<file path="src/clk_ctrl_pkg.sv">
// Purpose: shared constants and carriers for the clock select block
// Assumes: one core clock at 100 MHz
// Notes: codes and reset values of the clock control bits
package clk_ctrl_pkg;

  localparam int CLK_FREQ_MHZ = 100;
  // stop detector: main clock must toggle within this window
  localparam int DETECT_WINDOW_NS = 1000;
  localparam int DETECT_WINDOW_CYC = (DETECT_WINDOW_NS * CLK_FREQ_MHZ) / 1000;
  localparam int DETECT_CNT_W = 8;

  // cpu divider codes
  localparam logic [1:0] DIV_CODE_1 = 2'h0;
  localparam logic [1:0] DIV_CODE_2 = 2'h1;
  localparam logic [1:0] DIV_CODE_4 = 2'h2;
  localparam logic [1:0] DIV_CODE_16 = 2'h3;
  localparam logic [4:0] DIV_RATIO_1 = 5'h01;
  localparam logic [4:0] DIV_RATIO_2 = 5'h02;
  localparam logic [4:0] DIV_RATIO_4 = 5'h04;
  localparam logic [4:0] DIV_RATIO_8 = 5'h08;
  localparam logic [4:0] DIV_RATIO_16 = 5'h10;

  // reset values
  localparam logic RST_SUB_OSC_ENABLE = 1'b0;
  localparam logic RST_MAIN_OSC_STOP = 1'b0;
  localparam logic RST_DIV8_SELECT = 1'b1;
  localparam logic [1:0] RST_DIV_CODE = 2'h0;

  typedef enum logic [1:0]
  {
    SRC_MAIN = 2'b00,
    SRC_PLL = 2'b01,
    SRC_ONCHIP = 2'b10,
    SRC_SUB = 2'b11
  } clk_src_e;

  typedef enum logic [1:0]
  {
    PWR_RUN = 2'b00,
    PWR_WAIT = 2'b01,
    PWR_STOP = 2'b10
  } pwr_state_e;

  // software write to the clock control bits
  typedef struct packed
  {
    logic subOscEnable;
    logic mainOscStop;
    logic div8Select;
    logic subClockSelect;
    logic waitPeriphClockStop;
    logic [1:0] cpuDivCode;
    logic allClockStop;
    logic pllSourceSelect;
    logic stopDetectEnable;
    logic onchipOscSelect;
    logic stopDetectedFlag;
    logic detectActionSelect;
    logic pllCtrlEnable;
    logic clockModLock;
  } clk_ctrl_s;

  // clock selection result
  typedef struct packed
  {
    clk_src_e cpuSource;
    clk_src_e periphSource;
    logic [4:0] cpuDivRatio;
    logic onchipOscRun;
  } clk_sel_s;

endpackage

</file>
<file path="src/osc_stop_detector.sv">
// Purpose: sees whether the main oscillator toggles
// Assumes: main clock sample is asynchronous to core_clk
// Notes: a stopped oscillator is one that holds level for the window
`timescale 1ns/10ps
module osc_stop_detector
#(
  parameter int WINDOW_CYC = clk_ctrl_pkg::DETECT_WINDOW_CYC
)
(
  // clock and reset
  input wire logic core_clk,
  input wire logic rst_b,
  // oscillator sample
  input wire logic mainClkSample,
  // result
  output logic mainRunning
);
  import clk_ctrl_pkg::*;

  logic [2:0] syncReg;
  logic [DETECT_CNT_W-1:0] idleReg;
  logic mainRunningReg;

  //////////////////////////////////////////////////////////////////
  // three-stage sync; only stages two and three are compared
  always_ff @(posedge core_clk or negedge rst_b)
  begin
    if (!rst_b)
      syncReg <= 3'h0;
    else
      syncReg <= {syncReg[1:0], mainClkSample};
  end

  // edge restarts the window; expiry marks the oscillator stopped
  always_ff @(posedge core_clk or negedge rst_b)
  begin
    if (!rst_b)
    begin
      idleReg <= '0;
      mainRunningReg <= 1'b1;
    end
    else if (syncReg[2] != syncReg[1])
    begin
      idleReg <= '0;
      mainRunningReg <= 1'b1;
    end
    else if (idleReg >= DETECT_CNT_W'(WINDOW_CYC - 1))
      mainRunningReg <= 1'b0;
    else
      idleReg <= idleReg + DETECT_CNT_W'(1);
  end

  assign mainRunning = mainRunningReg;
endmodule

</file>
<file path="src/clock_select_osc_stop_detect.sv">
// Purpose: clock source select, cpu divider, power modes, oscillator stop detect
// Assumes: software bits arrive as write strobes with data; one clock domain
// Notes: the stop reset output halts the device until a hardware reset
`timescale 1ns/10ps
module clock_select_osc_stop_detect
#(
  parameter int WINDOW_CYC = clk_ctrl_pkg::DETECT_WINDOW_CYC
)
(
  // clock and reset
  input wire logic core_clk,
  input wire logic rst_b,
  // software writes: ctrlWrite for the control bits, lockWrite for the lock bit, data alongside
  input wire logic ctrlWrite,
  input wire clk_ctrl_pkg::clk_ctrl_s ctrlData,
  input wire logic lockWrite,
  input wire logic waitInstr,
  input wire logic hwInterrupt,
  // oscillator status
  input wire logic mainClkSample,
  // watchdog interrupt to share the vector
  input wire logic watchdogIrq,
  // control state out
  output clk_ctrl_pkg::clk_ctrl_s ctrlState,
  output clk_ctrl_pkg::clk_sel_s clkSel,
  output logic subOscRun,
  output logic mainOscRun,
  output clk_ctrl_pkg::pwr_state_e pwrState,
  output logic mainStoppedFlag,
  // events
  output logic sharedIrq,
  output logic oscStopIrq,
  output logic oscStopReset
);
  import clk_ctrl_pkg::*;

  function automatic logic [4:0] divRatio(input logic div8, input logic [1:0] code);
    logic [4:0] r;
    r = DIV_RATIO_8;
    if (!div8)
    begin
      unique case (code)
        DIV_CODE_1: r = DIV_RATIO_1;
        DIV_CODE_2: r = DIV_RATIO_2;
        DIV_CODE_4: r = DIV_RATIO_4;
        DIV_CODE_16: r = DIV_RATIO_16;
      endcase
    end
    return r;
  endfunction

  logic subOscEnableReg, mainOscStopReg, div8SelectReg, subClockSelectReg;
  logic waitPeriphClockStopReg, allClockStopReg, pllSourceSelectReg;
  logic [1:0] cpuDivCodeReg;
  logic stopDetectEnableReg, onchipOscSelectReg, stopDetectedReg;
  logic mainStoppedReg, detectActionReg, pllCtrlEnableReg, clockModLockReg;
  logic periphOnchipReg, haltReg, irqPulseReg;
  pwr_state_e pwrReg, pwrNext;
  logic mainRunning, mainRunDlyReg, stopEvent, restartEvent, detectEvent;
  logic writeOpen, useMain, usePll;

  osc_stop_detector #(.WINDOW_CYC(WINDOW_CYC)) detector
  (
    .core_clk(core_clk),
    .rst_b(rst_b),
    .mainClkSample(mainClkSample),
    .mainRunning(mainRunning)
  );

  //////////////////////////////////////////////////////////////////
  // detection events
  always_ff @(posedge core_clk or negedge rst_b)
  begin
    if (!rst_b)
      mainRunDlyReg <= 1'b1;
    else
      mainRunDlyReg <= mainRunning;
  end

  // a main clock turned off by software is not an event
  assign stopEvent = mainRunDlyReg && !mainRunning && !mainOscStopReg;
  assign restartEvent = !mainRunDlyReg && mainRunning;
  // reset mode ignores the detected mask; the whole device goes down
  assign detectEvent = stopDetectEnableReg && (stopEvent || restartEvent) &&
    (!stopDetectedReg || !detectActionReg);
  assign writeOpen = ctrlWrite && !clockModLockReg;
  assign useMain = !pllCtrlEnableReg && !pllSourceSelectReg;
  assign usePll = pllCtrlEnableReg && pllSourceSelectReg;

  //////////////////////////////////////////////////////////////////
  // unprotected bits
  always_ff @(posedge core_clk or negedge rst_b)
  begin
    if (!rst_b)
    begin
      subOscEnableReg <= RST_SUB_OSC_ENABLE;
      div8SelectReg <= RST_DIV8_SELECT;
      cpuDivCodeReg <= RST_DIV_CODE;
      detectActionReg <= 1'b0;
    end
    else if (ctrlWrite)
    begin
      subOscEnableReg <= ctrlData.subOscEnable;
      div8SelectReg <= ctrlData.div8Select;
      cpuDivCodeReg <= ctrlData.cpuDivCode;
      detectActionReg <= ctrlData.detectActionSelect;
    end
    else if (pwrReg == PWR_STOP && hwInterrupt)
      div8SelectReg <= 1'b1;
  end

  // protected bits
  always_ff @(posedge core_clk or negedge rst_b)
  begin
    if (!rst_b)
    begin
      mainOscStopReg <= RST_MAIN_OSC_STOP;
      subClockSelectReg <= 1'b0;
      waitPeriphClockStopReg <= 1'b0;
      pllSourceSelectReg <= 1'b0;
      stopDetectEnableReg <= 1'b0;
      pllCtrlEnableReg <= 1'b0;
    end
    else if (writeOpen)
    begin
      mainOscStopReg <= ctrlData.mainOscStop;
      subClockSelectReg <= ctrlData.subClockSelect;
      waitPeriphClockStopReg <= ctrlData.waitPeriphClockStop;
      pllSourceSelectReg <= ctrlData.pllSourceSelect;
      stopDetectEnableReg <= ctrlData.stopDetectEnable;
      pllCtrlEnableReg <= ctrlData.pllCtrlEnable;
    end
  end

  // lock bit: set only, cleared by reset
  always_ff @(posedge core_clk or negedge rst_b)
  begin
    if (!rst_b)
      clockModLockReg <= 1'b0;
    else if (lockWrite)
      clockModLockReg <= clockModLockReg | ctrlData.clockModLock;
  end

  //////////////////////////////////////////////////////////////////
  // on-chip select: software, or hardware on main-source stop
  always_ff @(posedge core_clk or negedge rst_b)
  begin
    if (!rst_b)
      onchipOscSelectReg <= 1'b0;
    else if (detectEvent && detectActionReg && stopEvent && !subClockSelectReg &&
      !onchipOscSelectReg && useMain)
      onchipOscSelectReg <= 1'b1;
    else if (ctrlWrite)
      onchipOscSelectReg <= ctrlData.onchipOscSelect;
  end

  // peripheral clocks move to on-chip on a stop in interrupt mode, when both PLL bits are clear or the sub clock is selected
  always_ff @(posedge core_clk or negedge rst_b)
  begin
    if (!rst_b)
      periphOnchipReg <= 1'b0;
    else if (detectEvent && detectActionReg && stopEvent && (useMain || subClockSelectReg))
      periphOnchipReg <= 1'b1;
    else if (ctrlWrite && !ctrlData.onchipOscSelect && mainRunning)
      periphOnchipReg <= 1'b0;
  end

  // detected flag: set wins over a software clear
  always_ff @(posedge core_clk or negedge rst_b)
  begin
    if (!rst_b)
      stopDetectedReg <= 1'b0;
    else if (detectEvent && detectActionReg)
      stopDetectedReg <= 1'b1;
    else if (ctrlWrite && !ctrlData.stopDetectedFlag)
      stopDetectedReg <= 1'b0;
  end

  // stopped flag follows stop and restart
  always_ff @(posedge core_clk or negedge rst_b)
  begin
    if (!rst_b)
      mainStoppedReg <= 1'b0;
    else if (detectEvent && detectActionReg)
      mainStoppedReg <= stopEvent;
  end

  // interrupt pulse, one cycle
  always_ff @(posedge core_clk or negedge rst_b)
  begin
    if (!rst_b)
      irqPulseReg <= 1'b0;
    else
      irqPulseReg <= detectEvent && detectActionReg;
  end

  // stop reset latches until hardware reset
  always_ff @(posedge core_clk or negedge rst_b)
  begin
    if (!rst_b)
      haltReg <= 1'b0;
    else if (detectEvent && !detectActionReg)
      haltReg <= 1'b1;
  end

  //////////////////////////////////////////////////////////////////
  // power modes
  always_comb
  begin
    pwrNext = pwrReg;
    unique case (pwrReg)
      PWR_RUN:
        if (writeOpen && ctrlData.allClockStop)
          pwrNext = PWR_STOP;
        else if (waitInstr)
          pwrNext = PWR_WAIT;
      PWR_WAIT:
        if (hwInterrupt)
          pwrNext = PWR_RUN;
      PWR_STOP:
        if (hwInterrupt)
          pwrNext = PWR_RUN;
      default:
        pwrNext = PWR_RUN;
    endcase
  end

  always_ff @(posedge core_clk or negedge rst_b)
  begin
    if (!rst_b)
      pwrReg <= PWR_RUN;
    else
      pwrReg <= pwrNext;
  end

  // all-clock-stop reads back as the stop state
  assign allClockStopReg = (pwrReg == PWR_STOP);

  //////////////////////////////////////////////////////////////////
  // clock selection; held in flops for clean data outputs
  always_ff @(posedge core_clk or negedge rst_b)
  begin
    if (!rst_b)
      clkSel <= '{cpuSource: SRC_MAIN, periphSource: SRC_MAIN, cpuDivRatio: DIV_RATIO_8,
        onchipOscRun: 1'b0};
    else
    begin
      if (subClockSelectReg)
        clkSel.cpuSource <= SRC_SUB;
      else if (onchipOscSelectReg)
        clkSel.cpuSource <= SRC_ONCHIP;
      else if (usePll)
        clkSel.cpuSource <= SRC_PLL;
      else
        clkSel.cpuSource <= SRC_MAIN;
      clkSel.periphSource <= (periphOnchipReg || onchipOscSelectReg) ? SRC_ONCHIP :
        (usePll ? SRC_PLL : SRC_MAIN);
      clkSel.cpuDivRatio <= divRatio(div8SelectReg, cpuDivCodeReg);
      clkSel.onchipOscRun <= onchipOscSelectReg || periphOnchipReg;
    end
  end

  //////////////////////////////////////////////////////////////////
  // outputs
  always_comb
  begin
    ctrlState = '0;
    ctrlState.subOscEnable = subOscEnableReg;
    ctrlState.mainOscStop = mainOscStopReg;
    ctrlState.div8Select = div8SelectReg;
    ctrlState.subClockSelect = subClockSelectReg;
    ctrlState.waitPeriphClockStop = waitPeriphClockStopReg;
    ctrlState.cpuDivCode = cpuDivCodeReg;
    ctrlState.allClockStop = allClockStopReg;
    ctrlState.pllSourceSelect = pllSourceSelectReg;
    ctrlState.stopDetectEnable = stopDetectEnableReg;
    ctrlState.onchipOscSelect = onchipOscSelectReg;
    ctrlState.stopDetectedFlag = stopDetectedReg;
    ctrlState.detectActionSelect = detectActionReg;
    ctrlState.pllCtrlEnable = pllCtrlEnableReg;
    ctrlState.clockModLock = clockModLockReg;
  end

  // oscillators stop with the stop mode
  assign subOscRun = subOscEnableReg && pwrReg != PWR_STOP;
  assign mainOscRun = !mainOscStopReg && pwrReg != PWR_STOP;
  assign pwrState = pwrReg;
  assign mainStoppedFlag = mainStoppedReg;
  assign oscStopIrq = irqPulseReg;
  assign sharedIrq = irqPulseReg || watchdogIrq;
  assign oscStopReset = haltReg;
endmodule

</file>
<file path="config.mk">
export PLATFORM = sky130hd
export DESIGN_NAME = clock_select_osc_stop_detect
export DESIGN_NICKNAME = d
export VERILOG_FILES = /design/src/clk_ctrl_pkg.sv /design/src/osc_stop_detector.sv /design/src/clock_select_osc_stop_detect.sv
export SDC_FILE = /design/constraint.sdc
export NUM_CORES = 1
export LEC_CHECK = 0
export BUFFER_PORTS_ARGS = -buffer_cell sky130_fd_sc_hd__buf_4
export CAP_MARGIN = 20
export CORE_ASPECT_RATIO = 1.4
export CORE_MARGIN = 5
export CORE_UTILIZATION = 54
export DETAILED_ROUTE_END_ITERATION = 7
export MAX_ROUTING_LAYER = met4
export PLACE_DENSITY_LB_ADDON = 0.08
export SYNTH_ARGS = -nofsm -noshare
export SYNTH_HDL_FRONTEND = slang
export SYNTH_SLANG_ARGS = --single-unit
export TNS_END_PERCENT = 5
</file>
<file path="constraint.sdc">
create_clock -name core_clk -period 4.93 [get_ports core_clk]
set_clock_uncertainty 0.05 [all_clocks]
set_input_delay 0.986 -clock core_clk [delete_from_list [all_inputs] [get_ports core_clk]]
set_output_delay 0.986 -clock core_clk [all_outputs]
set_load 0.01 [all_outputs]
</file>
==> flow_metrics.env <==
export IMPL_synthTopCellsByArea="dfrtp_1, buf_4, dfstp_2, mux2_2, mux2i_1"
export IMPL_total_overflow_reported_by_the_global_router=0
export IMPL_routed_via_count=1247
export IMPL_synth_edf_count=0
export IMPL_cts_sink_count=42
export IMPL_post_cts_hold_buffer_count=0
export IMPL_path_max_fanout=1
export IMPL_worst_pin_slew_ns=1.016
export IMPL_grt_antenna_before_repair=0
export IMPL_grt_setup_unrepaired="no"
export IMPL_portBuffers=55
export IMPL_synth_seq_area_share_pct=58.01
export IMPL_cts_root_buffer="clkbuf_8"
export IMPL_cp_slowest_stage_delay_ns=0.28
export IMPL_drt_iter0_drc=25
export IMPL_insertion_delay_ns=0.29
export IMPL_drt_pre_antenna_iters=4
export IMPL_setup_violating_endpoint_count_in_the_final_report=0
export IMPL_design_power_total_uw=910.5
export IMPL_wl_mm=3.507
export IMPL_cts_made_buffers=5
export IMPL_pwr_share_comb_pct=18.7
export IMPL_top_layer="met4"
export IMPL_ys_dominant_reg_cell="dfrtp_1"
export IMPL_final_common_cell="buf_4"
export IMPL_grt_pass1_vias=1359
export IMPL_insertedDiodeCount=0
export IMPL_cts_max_path_buffers=2
export IMPL_globalplace_congestion=0.7743
export IMPL_seq_power_share_pct=45.3
export IMPL_max_freq_mhz=391.7
export IMPL_initial_core_util_pct=54.91
export IMPL_cts_setup_buffers=0
export IMPL_setup_worst_path_class="input port to primary output"
export IMPL_placement_rows=25
export IMPL_io_pin_count=56
export IMPL_critical_path_cell_chain="buf_4, or2_2, buf_4"
export IMPL_gr_usage_all_layers_pct=17.82
export IMPL_htree_num_levels=2
export IMPL_dp_cells=229
export IMPL_placeableCoreArea_mm2=0.003316
export IMPL_instances_no_fill=237
export IMPL_setup_tns_ns=0
export IMPL_syn_instance_count=151
export IMPL_power_switching_uw=219.2
export IMPL_worstPathBufferInverterCount=2
export IMPL_routed_wl_met2_mm=2.115
export IMPL_path_common_cell="buf_4"
export IMPL_post_cts_resize_count=0
export IMPL_synthToLayoutAreaGrowth_pct=26.87
export IMPL_synth_top_area_share_pct=52.23
export IMPL_share_of_final_layout_standard_cells_stronger_than_drive_strength_1_pct=43.65
export IMPL_syn_cell_area_mm2=0.001820
export IMPL_crit_path_end_kind="primary output"
export IMPL_route_met3_wl_um=237
export IMPL_fp_dieW_um=59.07
export IMPL_wl_met1_mm=1.110
export IMPL_post_synth_cell_area_avg_um2=12.06
export IMPL_netlist_cell_type_count=39
export IMPL_mappedNetlistNets=177
export IMPL_route_antenna_remaining_nets=0
export IMPL_die_area_mm2=0.004649
export IMPL_start_kind="input port"
export IMPL_yosysTopAreaCell="dfrtp_1"
export IMPL_detailed_place_hpwl_mm=2.769
export IMPL_power_leakage_nw=1.154
export IMPL_clock_power_share_pct=36.0
export IMPL_cp_arrival_ns=1.52
export IMPL_synth_async_sr_flop_share_pct=100.0
export IMPL_final_hold_viol_count=0
export IMPL_outcome="finished clean"
export IMPL_wire_length_per_cell_um=14.80
export IMPL_slew_limit_headroom_pct=31.80
export IMPL_required_ns=3.89
export IMPL_die_h_um=78.70
export IMPL_final_period_minus_worst_setup_slack_ns=2.553
export IMPL_cpLargestDelayFamily="simple AND/OR/NAND/NOR gates"
export IMPL_finish_net_count=222
export IMPL_ir_worst_vdd_uv=247.3
export IMPL_tritoncts="yes"
export IMPL_pwr_density_cell_mw_per_mm2=394.2
export IMPL_drt_drc_violations_left=0
export IMPL_maxCapViolCount=0
export IMPL_min_path_type="register to register"
export IMPL_sw_frac_of_total_pct=24.07
export IMPL_yosys_warnings=0
export IMPL_grt_pass1_wl_mm=6.072
export IMPL_cell_internal_pwr_uw=691.3
export IMPL_grt_max_degree=43
export IMPL_synth_seq_cells=42
export IMPL_min_period_over_period_pct=51.78
export IMPL_post_drt_via_cell_ratio=5.262
export IMPL_cpMaxStageDelayCell="or2_2"
export IMPL_layout_common_cells="buf_4, dfrtp_1, nand2_1"
export IMPL_report_final_slew_viol_count=0
export IMPL_clk_transition_reported_paths_ns=0.08
metrics by stage:
step / hold slack [ns] / utilization [%] / area (µm²) / setup slack [ns]
CTS: 0.3115 / 69.66 / 2310 / 2.375
global route: 0.3187 / 69.66 / 2310 / 2.358
finish: 0.3065 / 69.66 / 2310 / 2.377
global placement: 0.2905 / 65.36 / 2167 / 2.383
detailed placement: 0.2880 / 65.36 / 2167 / 2.375
floorplan: 0.2812 / - / 1821 / 2.602
routing by layer:
layer  vias up  global-route usage, %
li1        591                      -
met1       614                  17.20
met2        36                  33.08
met3         6                  4.228
met4         0                  6.803
met5         -                      -
synthesized netlist by cell type (all sizes together) (2+ instances only):
cell,n
buf,14
a21bo,2
o21ai,6
clkbuf,3
dfrtp,38
ha,3
nor2,4
dfstp,4
o41ai,2
a21o,3
nand2b,8
nor2b,2
mux2i,5
nor3b,2
a21oi,6
inv,5
nand2,13
or2,3
mux2,9
layout make-up:
type                            instances  area (µm²)
Clock buffer                            6       82.58
Clock inverter                          2       60.06
Fill cell                             250        1006
Inverter                                5       18.77
Multi-Input combinational cell         87       629.4
Sequential cell                        42        1056
Tap cell                               40       50.05
Timing Repair Buffer                   55       412.9
logic make-up (layout without fill, tap and decap cells):
kind of cell	count (synthesis)	after routing	share of synthesized area (%)
xor gates and xnor gates	1	1	0.4812
muxes	14	14	8.316
and+or+nand+nor	44	44	13.68
DFF	42	42	58.01
buffers and inverters	22	68	7.423
AOI/OAI and AO/OA	25	25	10.04
adders and majority gates	3	3	2.062
final timing paths:
path	from	end	slack, ns	cells past startpoint
max	watchdogIrq	sharedIrq	2.38	3
min	detector.syncReg[0]	detector.syncReg[1]	0.31	0
max reg2reg	detector.idleReg[0]	detector.idleReg[0]	3.08	4
min reg2reg	detector.syncReg[0]	detector.syncReg[1]	0.31	0
max in group asynchronous	rst_b	detector.mainRunning	3.85	1
min in group asynchronous	rst_b	pllSourceSelectReg	0.62	1
power by group through the flow:
| stage | clock, mW | sequential [mW] | combinational [mW] |
|---|---|---|---|
| 5_1_grt | 0.348 | 0.419 | 0.191 |
| 4_1_cts | 0.336 | 0.413 | 0.175 |
| 3_3_place_gp | 0 | 0.418 | 0.167 |
| 6_report | 0.327 | 0.413 | 0.171 |
| 2_1_floorplan | 0 | 0.420 | 0.0971 |
| 3_5_place_dp | 0 | 0.420 | 0.175 |
sequential cells by signal, summed over array words and instances (netlist names):
signal / cells
stopDetectedReg: 1
subOscEnableReg: 1
clkSel: 9
detector.mainRunning: 1
periphOnchipReg: 1
stopDetectEnableReg: 1
clockModLockReg: 1
cpuDivCodeReg: 2
subClockSelectReg: 1
detectActionReg: 1
pllSourceSelectReg: 1
oscStopReset: 1
mainStoppedFlag: 1
waitPeriphClockStopReg: 1
div8SelectReg: 1
detector.idleReg: 8
detector.syncReg: 3
mainRunDlyReg: 1
onchipOscSelectReg: 1
pllCtrlEnableReg: 1
mainOscStopReg: 1
pwrState: 2
oscStopIrq: 1
Note: power is estimated with default switching activity, not from simulation.
